**src/core/tcm_pkg.sv**
```systemverilog
/*
 Package for the test clock mode select block: register map, strap bit
 positions, select codes and carrier structs.
 Assumes one clock domain at 250 MHz and an AXI4-Lite register master.
*/
package tcm_pkg;
    localparam int unsigned TCM_AW = 4;
    localparam int unsigned TCM_DW = 32;
    // Register byte offsets
    localparam logic [TCM_AW-1:0] TCM_OFS_CTRL = 4'h0;
    localparam logic [TCM_AW-1:0] TCM_OFS_STAT = 4'h4;
    localparam logic [TCM_AW-1:0] TCM_OFS_SEL = 4'h8;
    // Control fields
    localparam int unsigned TCM_CTRL_CKEN = 0;
    localparam logic [TCM_DW-1:0] TCM_CTRL_RST = 32'h0000_0001;
    // Strap bit positions on the shared bus pins
    localparam int unsigned TCM_AD_BYPASS = 9;
    localparam int unsigned TCM_AD_RSTEN = 29;
    localparam int unsigned TCM_AD_SYS_LO = 5;
    localparam int unsigned TCM_AD_GP_LO = 12;
    localparam int unsigned TCM_CBE_RATIO = 1;
    // Clock source select codes
    localparam logic [2:0] TCM_SEL_DIV2 = 3'h0;
    localparam logic [2:0] TCM_SEL_RAW = 3'h1;
    localparam logic [2:0] TCM_SEL_PLL = 3'h4;
    // AXI responses
    localparam logic [1:0] TCM_RESP_OKAY = 2'h0;
    localparam logic [1:0] TCM_RESP_SLVERR = 2'h2;

    typedef enum logic [2:0] {
        TCM_NORMAL = 3'b001,
        TCM_BYPASS = 3'b010,
        TCM_CLKOUT = 3'b100
    } tcm_mode_e;

    typedef struct packed {
        logic [31:0] ad;
        logic [3:0] cbe_n;
        logic par;
        logic irdy_n;
    } tcm_straps_s;

    typedef struct packed {
        logic sys_clock_in;
        logic graphics_port_clock_in;
        logic sys_pll_1x;
    } tcm_clocks_s;

    typedef struct packed {
        logic [2:0] sys_sel;
        logic [2:0] gp_sel;
        logic ratio_4x;
        logic rst_en;
    } tcm_latch_s;
endpackage : tcm_pkg

```
**src/core/tcm_clock_mux.sv**
```systemverilog
/*
 Clock source selector for one observed clock domain: divide-by-two,
 raw input, or system PLL 1x output, registered.
 Assumes the sources are sampled as synchronous levels.
*/
`timescale 1ns/1ps
module tcm_clock_mux (
    input wire logic aclk,
    input wire logic aresetn,
    input wire logic ce,
    input wire logic sync_rst,
    input wire logic [2:0] sel,
    input wire logic raw_in,
    input wire logic pll_in,
    output logic div_out,
    output logic clk_out
);
    import tcm_pkg::*;

    logic raw_q_r;
    logic div_r;
    logic out_r;

    // Divide-by-two on rising edges of the raw clock
    always_ff @(posedge aclk)
    begin
        if (!aresetn || sync_rst)
        begin
            raw_q_r <= 1'b0;
            div_r <= 1'b0;
        end
        else if (ce)
        begin
            raw_q_r <= raw_in;
            if (raw_in && !raw_q_r)
                div_r <= ~div_r;
        end
    end

    // Source select; reserved codes drive low
    always_ff @(posedge aclk)
    begin
        if (!aresetn)
            out_r <= 1'b0;
        else if (ce)
        begin
            unique case (sel)
                TCM_SEL_DIV2: out_r <= div_r;
                TCM_SEL_RAW: out_r <= raw_in;
                TCM_SEL_PLL: out_r <= pll_in;
                default: out_r <= 1'b0;
            endcase
        end
    end

    assign div_out = div_r;
    assign clk_out = out_r;
endmodule : tcm_clock_mux

```
**src/core/tcm_test_clock.sv**
```systemverilog
/*
 Test clock mode select: strap decode at test entry, PLL bypass clocking,
 clock output onto grant pins, and an AXI4-Lite status/control port.
 Assumes straps and clocks are synchronous to aclk and held stable at entry.
*/
`timescale 1ns/1ps
// What this block does
// - Test pin low with AD9 high enters bypass; core clocked from external clocks.
// - Bypass with ratio strap 0: 2x clocks divided by two feed core.
// - Bypass with ratio strap 1: 2x system, 4x graphics clock accepted.
// - In bypass, IRDY low gives synchronous clocking reset if enabled.
// - AD29 low at bypass entry enables the clocking reset.
// - Test pin low with AD9 low and PAR low enters clock output mode, PLLs running.
// - Clock output mode drives system clock on grant 5, graphics on 6.
// - AD7:5 selects system output: divided, raw, or PLL 1x; others reserved.
// - AD14:12 selects graphics output: divided, raw, or PLL 1x.
module tcm_test_clock (
    input wire logic aclk,
    input wire logic aresetn,
    input wire logic ce,
    input wire logic test_n,
    input wire tcm_pkg::tcm_straps_s straps,
    input wire tcm_pkg::tcm_clocks_s clocks,
    input wire logic [6:5] bus_gnt_n,
    output logic [6:5] gnt_n_out,
    output logic core_clk_en,
    output logic gp_core_clk_en,
    output logic clk_logic_rst,
    output tcm_pkg::tcm_mode_e mode_out,
    input wire logic [3:0] s_axi_awaddr,
    input wire logic s_axi_awvalid,
    output logic s_axi_awready,
    input wire logic [31:0] s_axi_wdata,
    input wire logic [3:0] s_axi_wstrb,
    input wire logic s_axi_wvalid,
    output logic s_axi_wready,
    output logic [1:0] s_axi_bresp,
    output logic s_axi_bvalid,
    input wire logic s_axi_bready,
    input wire logic [3:0] s_axi_araddr,
    input wire logic s_axi_arvalid,
    output logic s_axi_arready,
    output logic [31:0] s_axi_rdata,
    output logic [1:0] s_axi_rresp,
    output logic s_axi_rvalid,
    input wire logic s_axi_rready
);
    import tcm_pkg::*;

    tcm_mode_e mode_r;
    tcm_mode_e mode_nxt;
    tcm_latch_s latch_r;
    logic test_q_r;
    logic sync_rst;
    logic sys_div;
    logic gp_div;
    logic sys_obs;
    logic gp_obs;
    logic gp_q_r;
    logic [6:5] gnt_r;
    logic core_en_r;
    logic gp_en_r;
    logic crst_r;
    logic [31:0] ctrl_r;
    logic aw_hold_r;
    logic w_hold_r;
    logic [3:0] awaddr_r;
    logic [31:0] wdata_r;
    logic [3:0] wstrb_r;
    logic bvalid_r;
    logic [1:0] bresp_r;
    logic rvalid_r;
    logic [1:0] rresp_r;
    logic [31:0] rdata_r;

    // Mode decode at the falling edge of the test pin
    always_comb
    begin
        mode_nxt = mode_r;
        if (test_n)
            mode_nxt = TCM_NORMAL;
        else if (test_q_r)
        begin
            if (straps.ad[TCM_AD_BYPASS])
                mode_nxt = TCM_BYPASS;
            else if (!straps.par)
                mode_nxt = TCM_CLKOUT;
        end
    end

    always_ff @(posedge aclk)
    begin
        if (!aresetn)
        begin
            mode_r <= TCM_NORMAL;
            test_q_r <= 1'b1;
        end
        else if (ce)
        begin
            mode_r <= mode_nxt;
            test_q_r <= test_n;
        end
    end

    // Strap capture at entry only
    always_ff @(posedge aclk)
    begin
        if (!aresetn)
            latch_r <= '0;
        else if (ce && !test_n && test_q_r)
        begin
            latch_r.sys_sel <= straps.ad[TCM_AD_SYS_LO +: 3];
            latch_r.gp_sel <= straps.ad[TCM_AD_GP_LO +: 3];
            latch_r.ratio_4x <= straps.cbe_n[TCM_CBE_RATIO];
            latch_r.rst_en <= ~straps.ad[TCM_AD_RSTEN];
        end
    end

    // Clocking reset from IRDY low, only if enabled at entry
    assign sync_rst = (mode_r == TCM_BYPASS) && latch_r.rst_en && !straps.irdy_n;

    tcm_clock_mux u_sys (
        .aclk(aclk),
        .aresetn(aresetn),
        .ce(ce),
        .sync_rst(sync_rst),
        .sel(latch_r.sys_sel),
        .raw_in(clocks.sys_clock_in),
        .pll_in(clocks.sys_pll_1x),
        .div_out(sys_div),
        .clk_out(sys_obs)
    );

    tcm_clock_mux u_gp (
        .aclk(aclk),
        .aresetn(aresetn),
        .ce(ce),
        .sync_rst(sync_rst),
        .sel(latch_r.gp_sel),
        .raw_in(clocks.graphics_port_clock_in),
        .pll_in(clocks.sys_pll_1x),
        .div_out(gp_div),
        .clk_out(gp_obs)
    );

    // Core clock enables: divided 1x, or one pulse per rising edge of the 4x graphics clock
    always_ff @(posedge aclk)
    begin
        if (!aresetn)
        begin
            core_en_r <= 1'b1;
            gp_en_r <= 1'b1;
            crst_r <= 1'b0;
            gp_q_r <= 1'b0;
        end
        else if (ce)
        begin
            crst_r <= sync_rst;
            gp_q_r <= clocks.graphics_port_clock_in;
            if (mode_r == TCM_BYPASS && ctrl_r[TCM_CTRL_CKEN])
            begin
                core_en_r <= sys_div;
                if (latch_r.ratio_4x)
                    gp_en_r <= clocks.graphics_port_clock_in && !gp_q_r;
                else
                    gp_en_r <= gp_div;
            end
            else
            begin
                core_en_r <= 1'b1;
                gp_en_r <= 1'b1;
            end
        end
    end

    // Grant pins: observed clocks in output mode, else bus grants
    always_ff @(posedge aclk)
    begin
        if (!aresetn)
            gnt_r <= 2'b11;
        else if (ce)
        begin
            if (mode_r == TCM_CLKOUT)
                gnt_r <= {gp_obs, sys_obs};
            else
                gnt_r <= bus_gnt_n;
        end
    end

    assign gnt_n_out = gnt_r;
    assign core_clk_en = core_en_r;
    assign gp_core_clk_en = gp_en_r;
    assign clk_logic_rst = crst_r;
    assign mode_out = mode_r;

    // AXI4-Lite write path
    always_ff @(posedge aclk)
    begin
        if (!aresetn)
        begin
            aw_hold_r <= 1'b0;
            w_hold_r <= 1'b0;
            awaddr_r <= '0;
            wdata_r <= '0;
            wstrb_r <= '0;
            bvalid_r <= 1'b0;
            bresp_r <= TCM_RESP_OKAY;
            ctrl_r <= TCM_CTRL_RST;
        end
        else if (ce)
        begin
            if (s_axi_awvalid && !aw_hold_r && !bvalid_r)
            begin
                aw_hold_r <= 1'b1;
                awaddr_r <= s_axi_awaddr;
            end
            if (s_axi_wvalid && !w_hold_r && !bvalid_r)
            begin
                w_hold_r <= 1'b1;
                wdata_r <= s_axi_wdata;
                wstrb_r <= s_axi_wstrb;
            end
            if (aw_hold_r && w_hold_r)
            begin
                aw_hold_r <= 1'b0;
                w_hold_r <= 1'b0;
                bvalid_r <= 1'b1;
                if (awaddr_r == TCM_OFS_CTRL)
                begin
                    bresp_r <= TCM_RESP_OKAY;
                    if (wstrb_r[0])
                        ctrl_r[TCM_CTRL_CKEN] <= wdata_r[TCM_CTRL_CKEN];
                end
                else if (awaddr_r == TCM_OFS_STAT || awaddr_r == TCM_OFS_SEL)
                    bresp_r <= TCM_RESP_OKAY;
                else
                    bresp_r <= TCM_RESP_SLVERR;
            end
            else if (bvalid_r && s_axi_bready)
                bvalid_r <= 1'b0;
        end
    end

    assign s_axi_awready = !aw_hold_r && !bvalid_r;
    assign s_axi_wready = !w_hold_r && !bvalid_r;
    assign s_axi_bvalid = bvalid_r;
    assign s_axi_bresp = bresp_r;

    // AXI4-Lite read path
    always_ff @(posedge aclk)
    begin
        if (!aresetn)
        begin
            rvalid_r <= 1'b0;
            rdata_r <= '0;
            rresp_r <= TCM_RESP_OKAY;
        end
        else if (ce)
        begin
            if (s_axi_arvalid && !rvalid_r)
            begin
                rvalid_r <= 1'b1;
                rresp_r <= TCM_RESP_OKAY;
                unique case (s_axi_araddr)
                    TCM_OFS_CTRL: rdata_r <= ctrl_r;
                    TCM_OFS_STAT: rdata_r <= {26'h000_0000, crst_r, latch_r.rst_en,
                        latch_r.ratio_4x, mode_r};
                    TCM_OFS_SEL: rdata_r <= {26'h000_0000, latch_r.gp_sel, latch_r.sys_sel};
                    default:
                    begin
                        rdata_r <= '0;
                        rresp_r <= TCM_RESP_SLVERR;
                    end
                endcase
            end
            else if (rvalid_r && s_axi_rready)
                rvalid_r <= 1'b0;
        end
    end

    assign s_axi_arready = !rvalid_r;
    assign s_axi_rvalid = rvalid_r;
    assign s_axi_rdata = rdata_r;
    assign s_axi_rresp = rresp_r;

    property p_bypass_entry;
        @(posedge aclk) disable iff (!aresetn)
        (ce && !test_n && test_q_r && straps.ad[TCM_AD_BYPASS]) |=> mode_r == TCM_BYPASS;
    endproperty
    a_bypass_entry: assert property (p_bypass_entry) else $error("bypass not entered");

    property p_clkout_entry;
        @(posedge aclk) disable iff (!aresetn)
        (ce && !test_n && test_q_r && !straps.ad[TCM_AD_BYPASS] && !straps.par)
            |=> mode_r == TCM_CLKOUT;
    endproperty
    a_clkout_entry: assert property (p_clkout_entry) else $error("clock out not entered");

    property p_normal;
        @(posedge aclk) disable iff (!aresetn)
        (ce && test_n) |=> mode_r == TCM_NORMAL;
    endproperty
    a_normal: assert property (p_normal) else $error("test pin high not normal");

    property p_rst_en;
        @(posedge aclk) disable iff (!aresetn)
        (ce && !test_n && test_q_r) |=> latch_r.rst_en == !$past(straps.ad[TCM_AD_RSTEN]);
    endproperty
    a_rst_en: assert property (p_rst_en) else $error("reset enable strap wrong");

    property p_sync_rst;
        @(posedge aclk) disable iff (!aresetn)
        (ce && mode_r == TCM_BYPASS && latch_r.rst_en && !straps.irdy_n) |=> clk_logic_rst;
    endproperty
    a_sync_rst: assert property (p_sync_rst) else $error("clock reset missing");

    property p_no_rst;
        @(posedge aclk) disable iff (!aresetn)
        (ce && mode_r != TCM_BYPASS) |=> !clk_logic_rst;
    endproperty
    a_no_rst: assert property (p_no_rst) else $error("clock reset outside bypass");

    property p_gnt_bus;
        @(posedge aclk) disable iff (!aresetn)
        (ce && mode_r != TCM_CLKOUT) |=> gnt_n_out == $past(bus_gnt_n);
    endproperty
    a_gnt_bus: assert property (p_gnt_bus) else $error("grant not passed");

    property p_gnt_clk;
        @(posedge aclk) disable iff (!aresetn)
        (ce && mode_r == TCM_CLKOUT) |=> gnt_n_out == {$past(gp_obs), $past(sys_obs)};
    endproperty
    a_gnt_clk: assert property (p_gnt_clk) else $error("grant not clock");

    property p_sys_raw;
        @(posedge aclk) disable iff (!aresetn)
        (ce && latch_r.sys_sel == TCM_SEL_RAW) |=> sys_obs == $past(clocks.sys_clock_in);
    endproperty
    a_sys_raw: assert property (p_sys_raw) else $error("system raw select wrong");

    property p_gp_pll;
        @(posedge aclk) disable iff (!aresetn)
        (ce && latch_r.gp_sel == TCM_SEL_PLL) |=> gp_obs == $past(clocks.sys_pll_1x);
    endproperty
    a_gp_pll: assert property (p_gp_pll) else $error("graphics pll select wrong");

    property p_core_div;
        @(posedge aclk) disable iff (!aresetn)
        (ce && mode_r == TCM_BYPASS && ctrl_r[TCM_CTRL_CKEN]) |=> core_clk_en == $past(sys_div);
    endproperty
    a_core_div: assert property (p_core_div) else $error("core enable not divided");

    property p_gp_4x;
        @(posedge aclk) disable iff (!aresetn)
        (ce && mode_r == TCM_BYPASS && ctrl_r[TCM_CTRL_CKEN] && latch_r.ratio_4x)
            |=> gp_core_clk_en == ($past(clocks.graphics_port_clock_in) && !$past(gp_q_r));
    endproperty
    a_gp_4x: assert property (p_gp_4x) else $error("4x graphics enable wrong");
endmodule : tcm_test_clock

```
**config.mk**
```make
export PLATFORM = sky130hd
export DESIGN_NAME = tcm_test_clock
export DESIGN_NICKNAME = d
export VERILOG_FILES = /design/src/core/tcm_pkg.sv /design/src/core/tcm_clock_mux.sv /design/src/core/tcm_test_clock.sv
export SDC_FILE = /design/constraint.sdc
export NUM_CORES = 1
export LEC_CHECK = 0
export BUFFER_PORTS_ARGS = -buffer_cell sky130_fd_sc_hd__buf_4
export CAP_MARGIN = 20
export CELL_PAD_IN_SITES_DETAIL_PLACEMENT = 1
export CELL_PAD_IN_SITES_GLOBAL_PLACEMENT = 2
export CORE_MARGIN = 2
export CORE_UTILIZATION = 22
export DETAILED_ROUTE_END_ITERATION = 8
export PLACE_DENSITY = 0.9
export SLEW_MARGIN = 20
export SYNTH_ARGS = -nofsm -noshare
export SYNTH_HDL_FRONTEND = slang
export SYNTH_SLANG_ARGS = --single-unit
```
**constraint.sdc**
```tcl
create_clock -name aclk -period 1.5 [get_ports aclk]
set_input_delay 0.225 -clock aclk [delete_from_list [all_inputs] [get_ports aclk]]
set_output_delay 0.225 -clock aclk [all_outputs]
set_load 0.02 [all_outputs]
```
* After elaboration in Yosys (flattened, before gate mapping)
Index checks and enable logic that the tools add are counted.
W data, S select, Z words.
** Storage, ports and cells
- Input bits :: 96
- Register bits after elaboration :: 71
- Logic and storage cells :: 116
- Output and inout bits :: 49
** Operators by class
- Bitwise logic cells :: 3
- Reduce and logical (&&, ||, !) cells :: 52
- Equal/unequal tests :: 11
- Muxes and demuxes :: 22
** Operators with widths (count)
- $reduce_and A2 Y1 :: 10
- $logic_and A1 B1 Y1 :: 18
- $pmux W6 S3 :: 1
- $mux W3 :: 4
- $mux W1 :: 11
- $logic_not A1 Y1 :: 10
- $reduce_bool A2 Y1 :: 5
- $eq A3 B3 Y1 const B :: 3
- $eq A4 B3 Y1 const B :: 2
- $eq A4 B4 Y1 const B :: 2
- $logic_not A4 Y1 :: 2
- $mux W2 :: 4
- $eq A3 B1 Y1 const B :: 2
- $logic_not A3 Y1 :: 2
- $pmux W1 S3 :: 2
- $reduce_and A4 Y1 :: 1
- $eq A3 B2 Y1 const B :: 1
- $ne A3 B2 Y1 const B :: 1
- $not A1 Y1 :: 3
- $reduce_and A3 Y1 :: 1
- $reduce_or A3 Y1 :: 1
- $logic_or A1 B1 Y1 :: 2

* Depth between registers and ports, before layout
Gate-level depths: netlist of run 1.
- Depth in word-level cells :: 5
- Depth in mapped cells :: 5
- Mapped depth without buffers :: 4

* Modules after synthesis
A second synthesis of run 1 with hierarchy kept.
** Second synthesis, totals
- Cells, all modules :: 235
- Area total of the unflattened synthesis :: 2078.2 µm²
** Modules (own cells, without submodules)
- tcm_test_clock :: sequential area each 740.7 µm², cells each 203, area each 1790.5 µm², instances 1
- tcm_clock_mux :: sequential area each 60.1 µm², cells each 16, area each 143.9 µm², instances 2

* Worst setup path after synthesis of run 1
Ideal clock, no wire load.
- Path type :: flip-flop to flip-flop
- Start point :: register bvalid_r, in the netlist s_axi_bvalid
- End point :: register awaddr_r[0]
- Slack :: 0.075 ns
- Setup time :: 0.116 ns
- Period minus slack after synthesis :: 1.425 ns
- Cell stages (with the launch flop) :: 6
- Data arrival time :: 1.309 ns
- Path buffers :: 1
- Cells stage by stage :: dfxtp_1 -> nor2_1 -> and3_1 -> buf_2 -> mux2i_1 -> nor2b_1
** Between the ends
- Cells in the longest elaborated chain, start to end :: 3
** Ends and longest elaborated chain
- from (decl) :: line tcm_test_clock.sv:70 : logic bvalid_r;
- from (signal assigned) :: line tcm_test_clock.sv:206 : bvalid_r <= 1'b0;
- from (signal assigned) :: line tcm_test_clock.sv:227 : bvalid_r <= 1'b1;
- from (signal assigned) :: line tcm_test_clock.sv:240 : bvalid_r <= 1'b0;
- $logic_not A1 Y1 :: line tcm_test_clock.sv:212 : if (s_axi_awvalid && !aw_hold_r && !bvalid_r)
- $logic_and A1 B1 Y1 :: line tcm_test_clock.sv:212
- $reduce_and A2 Y1 (no source line)
- to (signal assigned) :: line tcm_test_clock.sv:215 : awaddr_r <= s_axi_awaddr;
- to (decl) :: line tcm_test_clock.sv:67 : logic [3:0] awaddr_r;
Every way passes these cells.
A chain may end at the register's enable or synchronous reset.

* Final worst setup path of run 1
- Start point :: register mode_r[1], in the netlist mode_out[1]
- End point :: register u_sys.div_r, in the netlist u_sys.div_out
** Between the ends
- Cells in the longest elaborated chain, start to end :: 4
** Ends and longest elaborated chain
- from (decl) :: line tcm_test_clock.sv:50 : tcm_mode_e mode_r;
- from (signal assigned) :: line tcm_test_clock.sv:100 : mode_r <= mode_nxt;
- $eq A3 B2 Y1 :: line tcm_test_clock.sv:120 : assign sync_rst = (mode_r == TCM_BYPASS) && latch_r.rst_en && !straps.irdy_n;
- $logic_and A1 B1 Y1 (2 in series) :: line tcm_test_clock.sv:120
- $logic_or A1 B1 Y1 :: line tcm_clock_mux.sv:27 : if (!aresetn || sync_rst)
- to (signal assigned) :: line tcm_clock_mux.sv:36 : div_r <= ~div_r;
- to (decl) :: line tcm_clock_mux.sv:21 : logic div_r;
Every way passes these cells.

==> reports/qor.yml, run 1 <==
run_status: "finished, final reports clean"
cts_max_level: 2
synthDominantAreaCellType: "sky130_fd_sc_hd__dfxtp_1"
hold-path-endpoint: "latch_r[2]"
cts_buffer_depth: 2
worst_path_max_delay_cell: "sky130_fd_sc_hd__dfxtp_1"
clock-root-buffer: "sky130_fd_sc_hd__clkbuf_8"
hpwlAfterDp_um: 4253
crit_fanout: 5
gpl.final_weighted_congestion: 0.7467
synth_most_common_cell: "sky130_fd_sc_hd__dfxtp_1"
post-route-cell-area_um2: 2659
r2r_cells: 5
final.setup.tns_ns: 0
initial_antenna_violation_count: 0
maxCapViolations: 0
yosys_warnings: 0
grt_use_total: 0.1073
port-buffer-count: 55
critical_path_required_ns: 1.69
worstReg2RegStart: "mode_out[1]"
die_w_um: 101.9
post_cts_buffers: 0
final.setup_skew_ns: 0.01030
multi_input_area_um2: 1080
clock_tree_from_tritoncts: "built"
syn_area_um2: 2107
finalCritPeriodShare: 0.8534
drt_pass1_iterations: 4
layout-drive-gt1-share: 0.2577
drtIter0Drc: 45
routed_wl_um: 5384
whs_path_depth: 3
sequential_fraction_of_the_synthesis_area: 0.4086
clkSinkCount: 43
layout.area.seq_um2: 860.8
die_footprint_um2: 10380
crit-reg2reg-capture: "u_sys.div_out"
criticalPathCategory: "reg2reg"
most_numerous_cell_types_in_the_synthesized_netlist: "sky130_fd_sc_hd__dfxtp_1, sky130_fd_sc_hd__nand2_1, sky130_fd_sc_hd__buf_4"
max_clock_freq_mhz: 781.1
highest-signal-layer: "met4"
fillCellCount: 1127
startpoint_type: "flop"
worstPathCellList: "nor3b_1, buf_4, nand3b_1, nand2_1, nor2_1"
avgRoutedWirePerCell_um: 12.82
grt_setup_unrepaired: "no"
nNetsFinal: 387
largest_net_degree_at_the_start_of_global_routing: 33
yosys.cell_types.count: 38
endpoint_kind: "flop"
met2_wirelength_um: 2794
core_um2: 9284
rows: 35
reg2reg_slack_ns: 0.22
timing.final.crit_period_ns: 1.280
slew_violations: 0
cpPeakStageDelay_ns: 0.42
pwr_cell_area_nw_per_um2: 884.0
grt_pass1_wl_um: 8590
vias: 1714
boundaryPins: 145
number_of_clock_buffers_inserted_by_tritoncts: 5
routed_via_density: 4.081
cts.reportedPaths.clkPinSlew_ns: 0.09
share_of_synthesized_registers_carrying_an_async_set_or_reset: 0
worst_hold_path_type: "in2reg"
floorplan.initialDensity: 0.2270
hold_violations_final: 0
grt_overflow_total: 0
dominant_synthesized_flop_cell: "sky130_fd_sc_hd__dfxtp_1"
p_leak_nw: 1.095
yosys-top-cells-area: "sky130_fd_sc_hd__dfxtp_1, sky130_fd_sc_hd__buf_4, sky130_fd_sc_hd__nand2_1"
grt_pass1_vias: 1803
synth.ff_latch_count: 43
placedInstanceArea_um2: 2576
drtAntennaViolNets: 0
hold_start: "straps[18]"
synth.top_cell.area_share: 0.4086
cts_hold_repair.buffers: 0
n_antenna_cell: 0
wirelength_met1_um: 2266
syn_to_final_growth_pct: 26.19
synth_enable_flop_cells: 0
drc: 0
timing.critical_path.arrival_ns: 1.47
number_of_setup_violations_in_the_final_report: 0
clock_insertion_delay_worst_skew_ns: 0.30
worst_ir_drop_vdd_mv: 0.3093
synth_area_per_cell_um2: 9.004
die_height_um: 101.9
post_synth_inst_count: 234
ctsResizeCount: 0
met3RoutedLength_um: 271
final_util: 0.2864
## layout make-up
class,instances,area share
Multi-Input combinational cell,178,0.4061
Sequential cell,43,0.3238
Timing Repair Buffer,60,0.1741
Tap cell,129,0.06071
Clock buffer,5,0.02588
Clock inverter,2,0.005176
Inverter,3,0.004235
## how the worst max path moves through the flow
stage	startpoint	to	slack, ns	cells past startpoint
after floorplan	s_axi_bvalid	awaddr_r[0]	0.07	5
after global placement	mode_out[1]	u_sys.div_out	0.23	5
after detailed placement	s_axi_bvalid	awaddr_r[1]	0.21	4
after CTS	s_axi_bvalid	awaddr_r[1]	0.21	4
after global routing	s_axi_rvalid	s_axi_rdata[3]	0.09	4
final	mode_out[1]	u_sys.div_out	0.22	5
## metal layers
| metal | vias to the layer above | GRT usage |
|---|---|---|
| li1 | 860 | - |
| met1 | 792 | 0.1222 |
| met2 | 55 | 0.1979 |
| met3 | 7 | 0.02462 |
| met4 | 0 | 0.03385 |
| met5 | - | 0 |
## cell families after synthesis
logic type	count (synthesis)	synth area share
and+or+nand+nor	93	0.2447
muxes	12	0.05701
buffers and inverters	40	0.1271
other	1	0.001780
AOI/OAI and AO/OA	43	0.1526
xor gates and xnor gates	2	0.008315
DFF	43	0.4086
## cells in the final DEF, fill, tap and decap left out, drive strengths merged
| cell | n |
|---|---|
| xnor2 | 2 |
| nor3b | 5 |
| o22ai | 5 |
| mux2i | 12 |
| a22oi | 6 |
| conb | 28 |
| nor2 | 12 |
| clkinv | 2 |
| clkbuf | 5 |
| nand3 | 3 |
| nand4 | 1 |
| and2 | 1 |
| o211a | 1 |
| o21ai | 4 |
| nand2b | 5 |
| or2 | 1 |
| a21oi | 5 |
| o2bb2ai | 1 |
| a21boi | 11 |
| buf | 60 |
| a32oi | 1 |
| a2111oi | 1 |
| inv | 3 |
| a22o | 5 |
| nand4b | 3 |
| and3 | 3 |
| dfxtp | 43 |
| a31oi | 3 |
| nor3 | 2 |
| nand3b | 4 |
| nand2 | 34 |
| nor2b | 19 |
## sequential cells by signal, indices dropped and copies added (netlist names), 2 cells and up
name / flops
s_axi_rdata: 6
awaddr_r: 4
latch_r: 8
gnt_n_out: 2
mode_out: 3
## metrics by stage
step | power [mW] | std cells | setup WS, ns | hold slack [ns]
floorplan | 1.550 | 261 | 0.07456 | 0.3699
global placement | 1.653 | 413 | 0.2271 | 0.4494
detailed placement | 1.665 | 413 | 0.2125 | 0.4535
CTS | 2.392 | 420 | 0.2096 | 0.1763
global route | 2.487 | 420 | 0.09419 | 0.1818
finish | 2.350 | 420 | 0.2198 | 0.1808
## where the power goes
group,total (mW),internal [mW],switching [mW]
sequential,1.23,1.19,0.0419
combinational,0.403,0.173,0.230
clock,0.715,0.319,0.397
total,2.35,1.68,0.668
## critical path, delay by kind of cell (launching register included)
kind	cells	cell delay (ns)
buffers and inverters	1	0.18
AND/OR/NAND/NOR	4	0.58
flip-flops	1	0.42
Note: power is estimated with default switching activity, not from simulation.
==> inputs of run 2 (changes only) <==
CORE_UTILIZATION = 23   (was 22)
PLACE_DENSITY = 0.93   (was 0.9)
clock period = 1.7 ns   (was 1.5 ns; I/O delays follow)
==> reports/qor.yml, run 2 (synthesized netlist as in run 1, its figures left out) <==
switching_share: 0.2737  # -0.01062
combinationalPowerShare: 0.161  # -0.010
drt_pass1_iterations: 4  # unchanged
grt_setup_unrepaired: "no"
whs_path_depth: 3  # unchanged
largest-register: "latch_r"
p_int_mw: 1.566  # -6.9%
reg2reg_slack_ns: 0.34  # +0.12 ns
finalCritPeriodShare: 0.8029  # -0.05057
power_frac_clock: 0.336  # +0.032
layout.cells.non_filler: 397  # -5.5%
critPathBufInv: 0  # -1
final_util: 0.2974  # +0.01100
placedInstanceArea_um2: 2515  # -2.4%
cts_buffer_depth: 2  # unchanged
pwr-share-seq: 0.503  # -0.021
worstPathCellList: "nor3b_1, nand3_1, o22ai_1, nand2_1"
vias: 1699  # -0.88%
crit-reg2reg-capture: "gp_core_clk_en"
grt_overflow_total: 0  # unchanged
clkSinkCount: 43  # unchanged
routed_via_density: 4.280  # +4.9%
r2r_cells: 4  # -1
max_clock_freq_mhz: 732.7  # -6.2%
clock_insertion_delay_worst_skew_ns: 0.29  # about the same
timing.critical_path.arrival_ns: 1.54  # +0.07 ns
layout.cells.most_common_list: "sky130_fd_sc_hd__buf_4, sky130_fd_sc_hd__dfxtp_1, sky130_fd_sc_hd__nand2_1"
routed_wl_um: 5196  # -3.5%
initial_antenna_violation_count: 0  # unchanged
p_leak_nw: 1.083  # -1.1%
layout-drive-gt1-share: 0.2526  # -0.005137
post_cts_buffers: 0  # unchanged
worstReg2RegStart: "mode_out[0]"
syn_to_final_growth_pct: 24.29
layout.cells.most_common: "sky130_fd_sc_hd__buf_4"
final.setup_skew_ns: 0.005083  # -0.005220 ns
nNetsFinal: 384  # -0.78%
timing.final.crit_period_ns: 1.365  # +0.08472 ns
critical_path_required_ns: 1.87  # +0.18 ns
grt_use_total: 0.1066  # -0.0007037
hold-path-endpoint: "awaddr_r[0]"
crit_fanout: 5  # unchanged
die_footprint_um2: 9942  # -4.2%
endpoint_kind: "flop"
max_ffs_per_register: 8  # unchanged
number_of_clock_buffers_inserted_by_tritoncts: 5  # unchanged
ctsResizeCount: 0  # unchanged
die_height_um: 99.71  # -2.1%
grt_pass1_wl_um: 8445  # -1.7%
worst_path_max_delay_cell: "sky130_fd_sc_hd__nor3b_1"
hold_start: "s_axi_awaddr[0]"
number_of_setup_violations_in_the_final_report: 0  # unchanged
boundaryPins: 145  # unchanged
pwr_cell_area_nw_per_um2: 823.6  # -6.8%
cts_max_level: 2  # unchanged
clock_tree_from_tritoncts: "built"
drc: 0  # unchanged
hpwlAfterDp_um: 4122  # -3.1%
p_sw_mw: 0.5904  # -12%
die_w_um: 99.71  # -2.1%
critPathTopFamily: "simple AND/OR/NAND/NOR gates"
startpoint_type: "flop"
worst_ir_drop_vdd_mv: 0.3023  # -2.2%
criticalPathCategory: "reg2reg"
n_antenna_cell: 0  # unchanged
core_um2: 8806  # -5.1%
avgRoutedWirePerCell_um: 13.09  # +2.1%
hold_violations_final: 0  # unchanged
grt_pass1_vias: 1762  # -2.3%
maxCapViolations: 0  # unchanged
slew_violations: 0  # unchanged
port-buffer-count: 55  # unchanged
gpl.final_weighted_congestion: 0.7325  # -1.9%
worst_hold_path_type: "in2reg"
clock-root-buffer: "sky130_fd_sc_hd__clkbuf_8"
place_inst: 389  # -5.8%
largest_net_degree_at_the_start_of_global_routing: 45  # +36%
rows: 34  # -2.9%
drtAntennaViolNets: 0  # unchanged
cts_hold_repair.buffers: 0  # unchanged
cts.reportedPaths.clkPinSlew_ns: 0.08  # about the same
post-route-cell-area_um2: 2619  # -1.5%
run_status: "finished, final reports clean"
drtIter0Drc: 47  # +4.4%
final.setup.tns_ns: 0  # unchanged
floorplan.initialDensity: 0.2393  # +0.01232
cpPeakStageDelay_ns: 0.46  # +0.04 ns
## run 2: cell types whose count changed in the layout (fill, tap and decap cells not counted), sizes merged
cell	delta
clkbuf	+2
buf	-3
clkinvlp	+1
clkinv	-2
## run 2: power by group through the flow
stage                     registers (mW)  clock network [mW]  logic (mW)
final                               1.09               0.725       0.346
after global routing                1.09               0.793       0.382
after CTS                           1.09               0.753       0.351
after detailed placement            1.11                   0       0.349
after global placement              1.11                   0       0.342
after floorplan                     1.11                   0       0.254
## run 2: layout make-up
class | count | area [um2]
multi-input combinational | 178 | 1080
clock inverter | 1 | 7.507
sequential | 43 | 860.8
clock buffer | 7 | 96.34
tap | 108 | 135.1
timing repair buffer | 57 | 427.9
inverter | 3 | 11.26
fill | 1051 | 6187
## run 2: worst max path at each step
stage | cells after the start | from | to | slack [ns]
final | 4 | mode_out[0] | gp_core_clk_en | 0.34
after global routing | 4 | mode_out[0] | core_clk_en | 0.22
after CTS | 4 | mode_out[0] | gp_core_clk_en | 0.31
after detailed placement | 4 | mode_out[0] | gp_core_clk_en | 0.32
after global placement | 4 | mode_out[0] | core_clk_en | 0.39
after floorplan | 5 | s_axi_bvalid | awaddr_r[0] | 0.27
## run 2: per-stage QoR
stage	power, mW	hold WS [ns]	setup WS [ns]
after floorplan	1.368	0.3999	0.2746
after global placement	1.450	0.4505	0.3917
after detailed placement	1.460	0.4516	0.3181
after CTS	2.190	0.2160	0.3119
after global routing	2.269	0.2214	0.2177
final	2.157	0.2185	0.3351
## run 2: worst min-delay path, stage by stage
cell	delay, ns
sky130_fd_sc_hd__buf_4	0.07
sky130_fd_sc_hd__mux2i_1	0.06
sky130_fd_sc_hd__nor2b_1	0.10
## run 2: per-layer routing
metal | global-route usage | routed length, um | share of wire
met5 | 0 | 0 | 0
met4 | 0.03161 | 59 | 0.011
met3 | 0.02530 | 270 | 0.052
met2 | 0.1876 | 2652 | 0.51
met1 | 0.1286 | 2215 | 0.43
